File: src/core/xrx_defines.svh
// Purpose: named constants for the xor and return execution block
// Assumes: 14-bit instruction words, 8-bit data path
// Notes: timing constants derive the clocks per quarter from the clock rate
`ifndef XRX_DEFINES_SVH
`define XRX_DEFINES_SVH

// ***********************************
// opcode fields
// ***********************************
`define XRX_OP_XOR_LITERAL_INTO_ACC 6'h3A
`define XRX_OP_XOR_ACC_WITH_FILE_REG 6'h06
`define XRX_OP_RETURN_WITH_LITERAL 4'hD
`define XRX_DEST_BIT 7
`define XRX_ADDR_MSB 6

// ***********************************
// timing
// ***********************************
`define XRX_CLK_NS 25
`define XRX_TCY_MIN_NS 200
`define XRX_QUARTERS 4
// clocks per quarter: minimum cycle time rounded up over four quarters
`define XRX_QTR_CLKS ((`XRX_TCY_MIN_NS + `XRX_QUARTERS * `XRX_CLK_NS - 1) / (`XRX_QUARTERS * `XRX_CLK_NS))
`define XRX_ACC_RST 8'h00

`endif

File: src/core/xrx_pkg.sv
// Purpose: types for the xor and return execution block
// Assumes: included defines hold all numbers
// Notes: quarter states are Gray coded
package xrx_pkg;
    typedef enum logic [1:0] {
        XRX_Q1 = 2'h0,
        XRX_Q2 = 2'h1,
        XRX_Q3 = 2'h3,
        XRX_Q4 = 2'h2
    } xrx_qtr_e;
    typedef logic [13:0] xrx_insn_t;
    typedef logic [7:0] xrx_byte_t;
    typedef logic [12:0] xrx_pc_t;
endpackage

File: src/core/xrx_core.sv
// Purpose: executes literal xor, register xor and return with literal
// Assumes: file register read data valid in the quarter after the address is shown
// Notes: one instruction cycle is four quarters; return takes two cycles
`include "xrx_defines.svh"

module xrx_core #(
    parameter int QTR_CLKS = `XRX_QTR_CLKS
) (
    // clock and reset
    input wire logic MCLK,
    input wire logic RSTN,
    // program memory
    input wire xrx_pkg::xrx_insn_t INSN,
    output logic INSN_REQ,
    // stack
    input wire xrx_pkg::xrx_pc_t TOP_OF_STACK,
    output logic STACK_POP,
    output xrx_pkg::xrx_pc_t PC,
    // file register
    output logic [6:0] FILE_ADDR,
    input wire xrx_pkg::xrx_byte_t FILE_RDATA,
    output xrx_pkg::xrx_byte_t FILE_WDATA,
    output logic FILE_WE,
    // core state
    output xrx_pkg::xrx_byte_t ACC,
    output logic ZERO_FLAG,
    output logic [1:0] QUARTER
);
    import xrx_pkg::*;

    localparam int CW = $clog2(QTR_CLKS + 1);

    xrx_qtr_e qtr;
    logic [CW-1:0] qcnt;
    logic qtr_end;
    logic nop_cycle;
    xrx_insn_t ir;
    xrx_byte_t operand;
    xrx_byte_t result;
    logic is_xor_lit;
    logic is_xor_reg;
    logic is_ret_lit;
    logic [12:0] next_pc;

    // decode helpers, shared by several processes
    function automatic logic dec_xor_lit(input xrx_insn_t w);
        return w[13:8] == `XRX_OP_XOR_LITERAL_INTO_ACC;
    endfunction
    function automatic logic dec_xor_reg(input xrx_insn_t w);
        return w[13:8] == `XRX_OP_XOR_ACC_WITH_FILE_REG;
    endfunction
    // the two low opcode bits of a return are don't-care
    function automatic logic dec_ret_lit(input xrx_insn_t w);
        return w[13:10] == `XRX_OP_RETURN_WITH_LITERAL;
    endfunction

    // ***********************************
    // quarter sequencer
    // ***********************************
    assign qtr_end = (qcnt == CW'(QTR_CLKS - 1));

    // quarter stretched over several clocks so a cycle never beats 200 ns
    always_ff @(posedge MCLK or negedge RSTN) begin
        if (!RSTN) begin
            qcnt <= '0;
        end else if (qtr_end) begin
            qcnt <= '0;
        end else begin
            qcnt <= qcnt + CW'(1);
        end
    end

    // gray walk Q1 Q2 Q3 Q4
    always_ff @(posedge MCLK or negedge RSTN) begin
        if (!RSTN) begin
            qtr <= XRX_Q1;
        end else if (qtr_end) begin
            case (qtr)
                XRX_Q1: qtr <= XRX_Q2;
                XRX_Q2: qtr <= XRX_Q3;
                XRX_Q3: qtr <= XRX_Q4;
                XRX_Q4: qtr <= XRX_Q1;
                default: qtr <= XRX_Q1;
            endcase
        end
    end

    always_ff @(posedge MCLK or negedge RSTN) begin
        if (!RSTN) begin
            QUARTER <= 2'h0;
        end else begin
            QUARTER <= qtr;
        end
    end

    // ***********************************
    // fetch and decode
    // ***********************************
    assign is_xor_lit = dec_xor_lit(ir) && !nop_cycle;
    assign is_xor_reg = dec_xor_reg(ir) && !nop_cycle;
    assign is_ret_lit = dec_ret_lit(ir) && !nop_cycle;

    // fetch request pulses once at the start of Q1, in the idle cycle too
    always_ff @(posedge MCLK or negedge RSTN) begin
        if (!RSTN) begin
            INSN_REQ <= 1'b0;
        end else begin
            INSN_REQ <= qtr == XRX_Q4 && qtr_end;
        end
    end

    // instruction latched at the end of Q1 (decode)
    always_ff @(posedge MCLK or negedge RSTN) begin
        if (!RSTN) begin
            ir <= '0;
        end else if (qtr == XRX_Q1 && qtr_end) begin
            ir <= INSN;
        end
    end

    // second cycle of return is a forced no-operation
    always_ff @(posedge MCLK or negedge RSTN) begin
        if (!RSTN) begin
            nop_cycle <= 1'b0;
        end else if (qtr == XRX_Q4 && qtr_end) begin
            nop_cycle <= is_ret_lit;
        end
    end

    // ***********************************
    // read and process
    // ***********************************
    always_ff @(posedge MCLK or negedge RSTN) begin
        if (!RSTN) begin
            FILE_ADDR <= 7'h00;
        end else if (qtr == XRX_Q1 && qtr_end) begin
            FILE_ADDR <= INSN[`XRX_ADDR_MSB:0];
        end
    end

    // Q2 read: literal field or file register data
    always_ff @(posedge MCLK or negedge RSTN) begin
        if (!RSTN) begin
            operand <= 8'h00;
        end else if (qtr == XRX_Q2 && qtr_end) begin
            operand <= is_xor_reg ? FILE_RDATA : ir[7:0];
        end
    end

    // Q3 process
    always_ff @(posedge MCLK or negedge RSTN) begin
        if (!RSTN) begin
            result <= 8'h00;
        end else if (qtr == XRX_Q3 && qtr_end) begin
            result <= is_ret_lit ? operand : (ACC ^ operand);
        end
    end

    // ***********************************
    // write back
    // ***********************************
    always_ff @(posedge MCLK or negedge RSTN) begin
        if (!RSTN) begin
            ACC <= `XRX_ACC_RST;
        end else if (qtr == XRX_Q4 && qtr_end) begin
            if (is_xor_lit || is_ret_lit || (is_xor_reg && !ir[`XRX_DEST_BIT])) begin
                ACC <= result;
            end
        end
    end

    // register destination only when the d bit is set
    always_ff @(posedge MCLK or negedge RSTN) begin
        if (!RSTN) begin
            FILE_WE <= 1'b0;
            FILE_WDATA <= 8'h00;
        end else begin
            FILE_WE <= qtr == XRX_Q4 && qtr_end && is_xor_reg && ir[`XRX_DEST_BIT];
            FILE_WDATA <= result;
        end
    end

    // zero flag only touched by the xor forms
    always_ff @(posedge MCLK or negedge RSTN) begin
        if (!RSTN) begin
            ZERO_FLAG <= 1'b0;
        end else if (qtr == XRX_Q4 && qtr_end && (is_xor_lit || is_xor_reg)) begin
            ZERO_FLAG <= result == 8'h00;
        end
    end

    // ***********************************
    // program counter and stack
    // ***********************************
    assign next_pc = is_ret_lit ? TOP_OF_STACK : PC + 13'h0001;

    always_ff @(posedge MCLK or negedge RSTN) begin
        if (!RSTN) begin
            PC <= 13'h0000;
            STACK_POP <= 1'b0;
        end else begin
            STACK_POP <= qtr == XRX_Q4 && qtr_end && is_ret_lit;
            if (qtr == XRX_Q4 && qtr_end) begin
                PC <= nop_cycle ? PC : next_pc;
            end
        end
    end
endmodule

File: config.mk
export PLATFORM = sky130hd
export DESIGN_NAME = xrx_core
export DESIGN_NICKNAME = d
export VERILOG_FILES = /design/src/core/xrx_pkg.sv /design/src/core/xrx_core.sv
export VERILOG_INCLUDE_DIRS = /design/src /design/src/core
export SDC_FILE = /design/constraint.sdc
export NUM_CORES = 1
export LEC_CHECK = 0
export ABC_CLOCK_PERIOD_IN_PS = 5800
export BUFFER_PORTS_ARGS = -buffer_cell sky130_fd_sc_hd__buf_4
export CORE_ASPECT_RATIO = 0.5
export CORE_UTILIZATION = 25
export DETAILED_ROUTE_END_ITERATION = 12
export MAX_ROUTING_LAYER = met4
export SLEW_MARGIN = 20
export SYNTH_ARGS = -nofsm -noshare
export SYNTH_HDL_FRONTEND = slang
export SYNTH_SLANG_ARGS = --single-unit
File: constraint.sdc
create_clock -name MCLK -period 5.8 [get_ports MCLK]
set_clock_uncertainty 0.15 [all_clocks]
set_input_delay 0.29 -clock MCLK [delete_from_list [all_inputs] [get_ports MCLK]]
set_output_delay 0.29 -clock MCLK [all_outputs]
set_load 0.1 [all_outputs]
==> impl_metrics.csv, run 1 <==
group,metric,value,unit
setup_path,timing.rr.end,"PC[2]$_DFFE_PN0P_",
floorplanning,rows,28,
synth,synth-seq-cells,70,
sta,max-slew-margin-rel,0.376,
clock_tree,clock_latency,0.33,ns
flow_run,maxCapViolCount,0,
floorplanning,fp.dieW,160,um
synth,yosys-top-cells-area,"dfrtp_1 56%, mux2_2 7.6%, o21ai_0 5.1%",
sta,hold_violations,0,
synth,synth_edf_count,0,
layout,final_cell_mix,"79 x buf_4, 70 x dfrtp_1, 32 x o21ai_0",
floorplanning,start_util,0.261,
setup_path,crit_path_end,"PC[2]$_DFFE_PN0P_",
clock_tree,cts_root_buf,"clkbuf_16",
synth,synthAdderAreaFrac,0.00401,
clock_tree,cts_tree,"yes",
setup_path,rrSetupSlack,3.30,ns
routing,wl_met3,296,um
routing,top_layer,"met4",
synth,synth_xor_area_frac,0.0224,
routing,wl,7.41,mm
synth,yosysUniqueCellTypes,41,
clock_tree,cts_sinks,70,
synth,async_flop_share,1.00,
synth,synth_cells,281,
global_routing,grt_pass1_vias,2203,
sta,fmax,400,MHz
routing,drt-wirelength-per-cell,14.2,um
synth,synth_area,3120,um^2
floorplanning,io_pins,79,
routing,first_iter_violations,142,
sta,min_period,2.50,ns
placement,gp_congestion,0.753,
sta,finalMaxSlewViolations,0,
sta,finalCritPeriodShare,0.431,
synth,synth_flop_cell,"dfrtp_1",
floorplanning,fp.dieH,81.0,um
power,total_power,1.60,mW
floorplanning,dieArea,13000,um^2
synth,synthSimpleGateAreaFrac,0.121,
sta,rsz0062_at_grt,"false",
setup_path,r2r_start,"ir[11]$_DFFE_PN0P_",
layout,num-nets-final,388,
clock_tree,cts.path.max_buffers,2,
placement,io_buffers,78,
synth,seq_area_frac_synth,0.561,
synth,synth.net_count,319,
routing,viasPerCell,4.49,
global_routing,grt-ovfl-total,0,
setup_path,cp-end-kind,"flop",
clock_tree,post_cts_resized,0,
sta,tightest_slew,0.933,ns
setup_path,rr_worst_depth,4,
setup_path,crit_type,"reg -> reg",
clock_tree,h-tree-depth,3,
synth,synth_mux_area_frac,0.108,
worst_hold_path,hp-class,"in -> reg",
setup_path,crit_required,5.82,ns
setup_path,crit_path_start_kind,"flop",
global_routing,grt_pass1_wl,11.8,mm
power,power_density,390,nW/um^2
global_routing,grt_max_degree,71,
power,peakVddDrop,0.158,mV
layout,diodes,0,
setup_path,cp_max_fo,20,
layout,area_growth,31.6,%
placement,dp_hpwl,5.15,mm
power,p_leak,1.90,nW
layout,drive_gt1_frac,0.332,
sta,setup_viol,0,
setup_path,crit_start,"ir[11]$_DFFE_PN0P_",
synth,synth_compound_area_frac,0.140,
routing,wl_met2,3.41,mm
routing,drc,0,
synth,avgSynthCellArea,11.1,um^2
layout,utilization,0.343,
synth,synth_top_area_frac,0.561,
global_routing,antenna_found_initial,0,
layout,final_common_cell,"buf_4",
synth,yosysWarningCount,0,
routing,wl_met1,3.63,mm
routing,vias,2336,
floorplanning,core_area,12000,um^2
sta,tns,0,ns
routing,firstDrtPassIters,4,
global_routing,track_usage,0.124,
setup_path,crit_arrival,2.52,ns
synth,yosys.area.top_type,"dfrtp_1",
layout,fill_cells,1221,
synth,synth_top_family_by_area,"compound AO/OA/AOI/OAI gates",
clock_tree,clk_pin_slew,0.06,ns
routing,antenna_left,0,
status,status,"completed",
clock_tree,numCtsBuffers,9,
==> Yosys cell counts, drive strengths merged, types with 4 or more instances <==
cell	count
nor3	5
a21oi	16
mux2	21
nand3	5
xor2	8
o2bb2ai	4
a2bb2oi	5
buf	11
o21ai	32
inv	6
nand2	20
mux2i	10
nor4	4
dfrtp	70
clkbuf	11
nor2	15
==> critical path: stages (launching register included) <==
cell	delay [ns]
dfrtp_1	0.42
nand4b_1	0.73
or2_2	0.72
o21ai_0	0.21
a22oi_1	0.10
==> metrics by stage <==
| stage | hold slack (ns) | area, um^2 | std cells | setup slack [ns] |
|---|---|---|---|---|
| 2_1_floorplan | -0.156 | 3120 | 281 | 3.45 |
| 3_3_place_gp | 0.276 | 3810 | 503 | 3.32 |
| 3_5_place_dp | 0.262 | 3810 | 503 | 3.33 |
| 4_1_cts | 0.0290 | 4110 | 520 | 3.32 |
| 5_1_grt | 0.0289 | 4110 | 520 | 2.99 |
| 6_report | 0.0339 | 4110 | 520 | 3.30 |
==> worst min path at each step <==
stage | start | to | slack [ns] | cells after the start
after floorplan | RSTN | ACC[0]$_DFFE_PN0P_ | -0.16 | 0
after global placement | result[3]$_DFFE_PN0P_ | FILE_WDATA[3]$_DFF_PN0_ | 0.28 | 0
after detailed placement | result[2]$_DFFE_PN0P_ | FILE_WDATA[2]$_DFF_PN0_ | 0.26 | 0
after CTS | INSN[4] | ir[4]$_DFFE_PN0P_ | 0.03 | 2
after global routing | INSN[13] | ir[13]$_DFFE_PN0P_ | 0.03 | 2
final | INSN[7] | ir[7]$_DFFE_PN0P_ | 0.03 | 3
==> per-layer routing <==
layer,global-route usage,vias up
met2,0.183,52
met1,0.160,1125
met4,0.0410,0
met3,0.0398,8
met5,-,-
li1,-,1151
==> sequential cells by signal, summed over array words and instances (netlist names) <==
register and cells:
ir 14, ACC 8, qtr 2, QUARTER 2
operand 8, FILE_WE 1, STACK_POP 1, INSN_REQ 1
ZERO_FLAG 1, FILE_WDATA 8, nop_cycle 1, qcnt 2
PC 13, result 8
==> layout make-up <==
| type | count | area, um^2 | area share |
|---|---|---|---|
| timing repair buffer | 80 | 603 | 0.147 |
| multi-input combinational | 183 | 1230 | 0.300 |
| inverter | 6 | 22.5 | 0.00548 |
| sequential | 70 | 1750 | 0.426 |
| clock inverter | 6 | 62.6 | 0.0152 |
| tap | 165 | 206 | 0.0502 |
| clock buffer | 10 | 229 | 0.0557 |
==> repair_timing <==
| action | 4_1_cts | 5_1_grt |
|---|---|---|
| hold buffers | 1 | 0 |
| setup endpoints to repair | 0 | 0 |
| setup buffers | 0 | 0 |
| endpoints found under the hold margin | 70 | 0 |
==> power breakdown <==
part	switching [mW]	internal [mW]	total [mW]
Clock	0.208	0.332	0.540
Combinational	0.359	0.109	0.467
Sequential	0.0553	0.542	0.597
==> logic make-up (layout without fill, tap and decap cells) <==
kind of cell / count (synthesis) / in the layout
AO/OA/AOI/OAI: 72 / 72
AND/OR/NAND/NOR: 71 / 71
adder cells (fa/ha/maj): 1 / 1
flip-flops: 70 / 70
multiplexers: 31 / 31
XOR/XNOR: 8 / 8
buffers and inverters: 28 / 102
Power figures use the tool's default switching activity.
==> inputs of run 2 (changes only) <==
--- a/config.mk
+++ b/config.mk
@@ -6,7 +6,7 @@
 export SDC_FILE = /design/constraint.sdc
 export NUM_CORES = 1
 export LEC_CHECK = 0
-export ABC_CLOCK_PERIOD_IN_PS = 5800
+export ABC_CLOCK_PERIOD_IN_PS = 2500
 export BUFFER_PORTS_ARGS = -buffer_cell sky130_fd_sc_hd__buf_4
 export CORE_ASPECT_RATIO = 0.5
 export CORE_UTILIZATION = 25
==> constraint.sdc (replaced) <==
create_clock -name MCLK -period 2.5 [get_ports MCLK]
set_clock_uncertainty 0.15 [all_clocks]
set_input_delay 0.125 -clock MCLK [delete_from_list [all_inputs] [get_ports MCLK]]
set_output_delay 0.125 -clock MCLK [all_outputs]
set_load 0.1 [all_outputs]
==> run 2 against run 1 <==
Power grew 140%; maximum frequency grew 20%; clock power grew 140%; sequential power grew 130%; sequential cell count is the same; setup slack lost 2.9 ns; critical path depth is the same; non-clock buffer count grew 42; critical path type unchanged.
==> impl_metrics.csv, run 2 (same netlist as run 1, synthesis figures left out) <==
group,metric,value,unit
status,status,"completed",
sta,fin_ws,0.427,ns
sta,finalMaxSlewViolations,0,
clock_tree,cts_sinks,70,
layout,final_common_cell,"buf_4",
sta,finalCritPeriodShare,0.829,
sta,fmax,482,MHz
clock_tree,numCtsBuffers,9,
layout,regMostFlops,"ir",
routing,viasPerCell,4.56,
layout,drive_gt1_frac,0.322,
floorplanning,start_util,0.261,
routing,drc,0,
clock_tree,cts.path.max_buffers,2,
sta,rsz0062_at_grt,"false",
sta,setup_viol,0,
floorplanning,dieArea,13000,um^2
routing,first_iter_violations,165,
floorplanning,fp.dieW,160,um
setup_path,crit_arrival,2.13,ns
layout,final_cell_mix,"87 x buf_4, 70 x dfrtp_1, 34 x dlygate4sd3_1",
placement,io_buffers,78,
setup_path,crit_required,2.56,ns
layout,diodes,0,
layout,largest_reg_flops,14,
layout,num-nets-final,430,
power,peakVddDrop,0.366,mV
sta,hold_violations,0,
placement,dpl_cell_area,3890,um^2
global_routing,grt-ovfl-total,0,
setup_path,crit_type,"reg -> reg",
global_routing,antenna_found_initial,0,
floorplanning,rows,28,
placement,pre_cts_slack,0.476,ns
floorplanning,io_pins,79,
power,p_leak,2.09,nW
layout,reg_top3,"ir x14, PC x13",
clock_tree,clk_pin_slew,0.06,ns
sta,min_period,2.07,ns
clock_tree,h-tree-depth,3,
layout,fill_cells,1207,
floorplanning,fp.dieH,81.0,um
clock_tree,postCtsSetupBuffers,0,
placement,dp_hpwl,5.50,mm
routing,firstDrtPassIters,6,
sta,tns,0,ns
floorplanning,core_area,12000,um^2
sta,worst_hold_slack,0.0151,ns
sta,max-slew-margin-rel,0.395,
global_routing,grt_pass1_wl,13.2,mm
sta,tightest_slew,0.908,ns
power,total_power,3.81,mW
setup_path,cp-end-kind,"flop",
placement,gp_congestion,0.856,
global_routing,track_usage,0.137,
routing,vias,2560,
layout,area_growth,45.0,%
routing,antenna_left,0,
clock_tree,cts_tree,"yes",
setup_path,cp_max_fo,8,
global_routing,grt_pass1_vias,2512,
layout,fin_area,4530,um^2
global_routing,grt_max_degree,71,
routing,wl,8.23,mm
clock_tree,clock_latency,0.33,ns
clock_tree,cts_root_buf,"clkbuf_16",
flow_run,maxCapViolCount,0,
routing,drt-wirelength-per-cell,14.6,um
worst_hold_path,hp-class,"in -> reg",
setup_path,crit_path_start_kind,"flop",
power,power_density,841,nW/um^2
## run 2: changes by cell type in the layout (fill, tap and decap cells not counted)
cell           delta
dlygate4sd3_1    +33
clkinvlp_4        +1
clkinv_4          -1
clkbuf_1          -1
clkbuf_8          +1
buf_4             +8
buf_12            +1
## run 2: area by class of cell
| type | instances | area (um^2) | area share |
|---|---|---|---|
| clock buffers | 10 | 239 | 0.0528 |
| clock inverters | 6 | 61.3 | 0.0135 |
| well taps | 165 | 206 | 0.0456 |
| multi-input cells | 183 | 1230 | 0.273 |
| flip-flops and latches | 70 | 1750 | 0.387 |
| inverters | 6 | 22.5 | 0.00497 |
| repair buffers | 122 | 1010 | 0.224 |
## run 2: critical path, stage by stage (launching register included)
cell and delay (ns):
dfrtp_1 0.41, nor4b_1 0.49, nand3_1 0.21, a21oi_4 0.33
mux2_2 0.37
## run 2: where the power goes
group | leakage (nW) | total [mW] | switching (mW) | internal [mW]
clock network | 0.148 | 1.29 | 0.490 | 0.795
registers | 0.855 | 1.39 | 0.133 | 1.26
logic | 1.09 | 1.13 | 0.845 | 0.288
total | 2.09 | 3.81 | 1.47 | 2.34
## run 2: through the flow
stage          std cells  utilization
2_1_floorplan        281            -
3_3_place_gp         512        0.325
3_5_place_dp         512        0.325
4_1_cts              562        0.378
5_1_grt              562        0.378
6_report             562        0.378
## run 2: final timing paths
path / startpoint / endpoint / slack (ns) / cells after the start
min in group asynchronous: RSTN / ir[2]$_DFFE_PN0P_ / 0.32 / 2
setup reg to reg: ir[11]$_DFFE_PN0P_ / ACC[7]$_DFFE_PN0P_ / 0.43 / 4
setup / recovery: ir[11]$_DFFE_PN0P_ / ACC[7]$_DFFE_PN0P_ / 0.43 / 4
hold reg to reg: result[1]$_DFFE_PN0P_ / FILE_WDATA[1]$_DFF_PN0_ / 0.28 / 0
max in group asynchronous: RSTN / INSN_REQ$_DFF_PN0_ / 1.29 / 2
hold / removal: TOP_OF_STACK[2] / PC[2]$_DFFE_PN0P_ / 0.02 / 3
## run 2: repair_timing
action	CTS	global route
resized for setup	0	0
hold endpoints to repair	103	0
setup endpoints to repair	0	0
hold buffers	34	0
## run 2: metal layers
metal  wire, um  track usage  up-vias
met1       4030        0.176     1275
li1           -            -     1234
met3        227       0.0332        8
met2       3880        0.212       43
met5          0            -        -
met4         87       0.0505        0
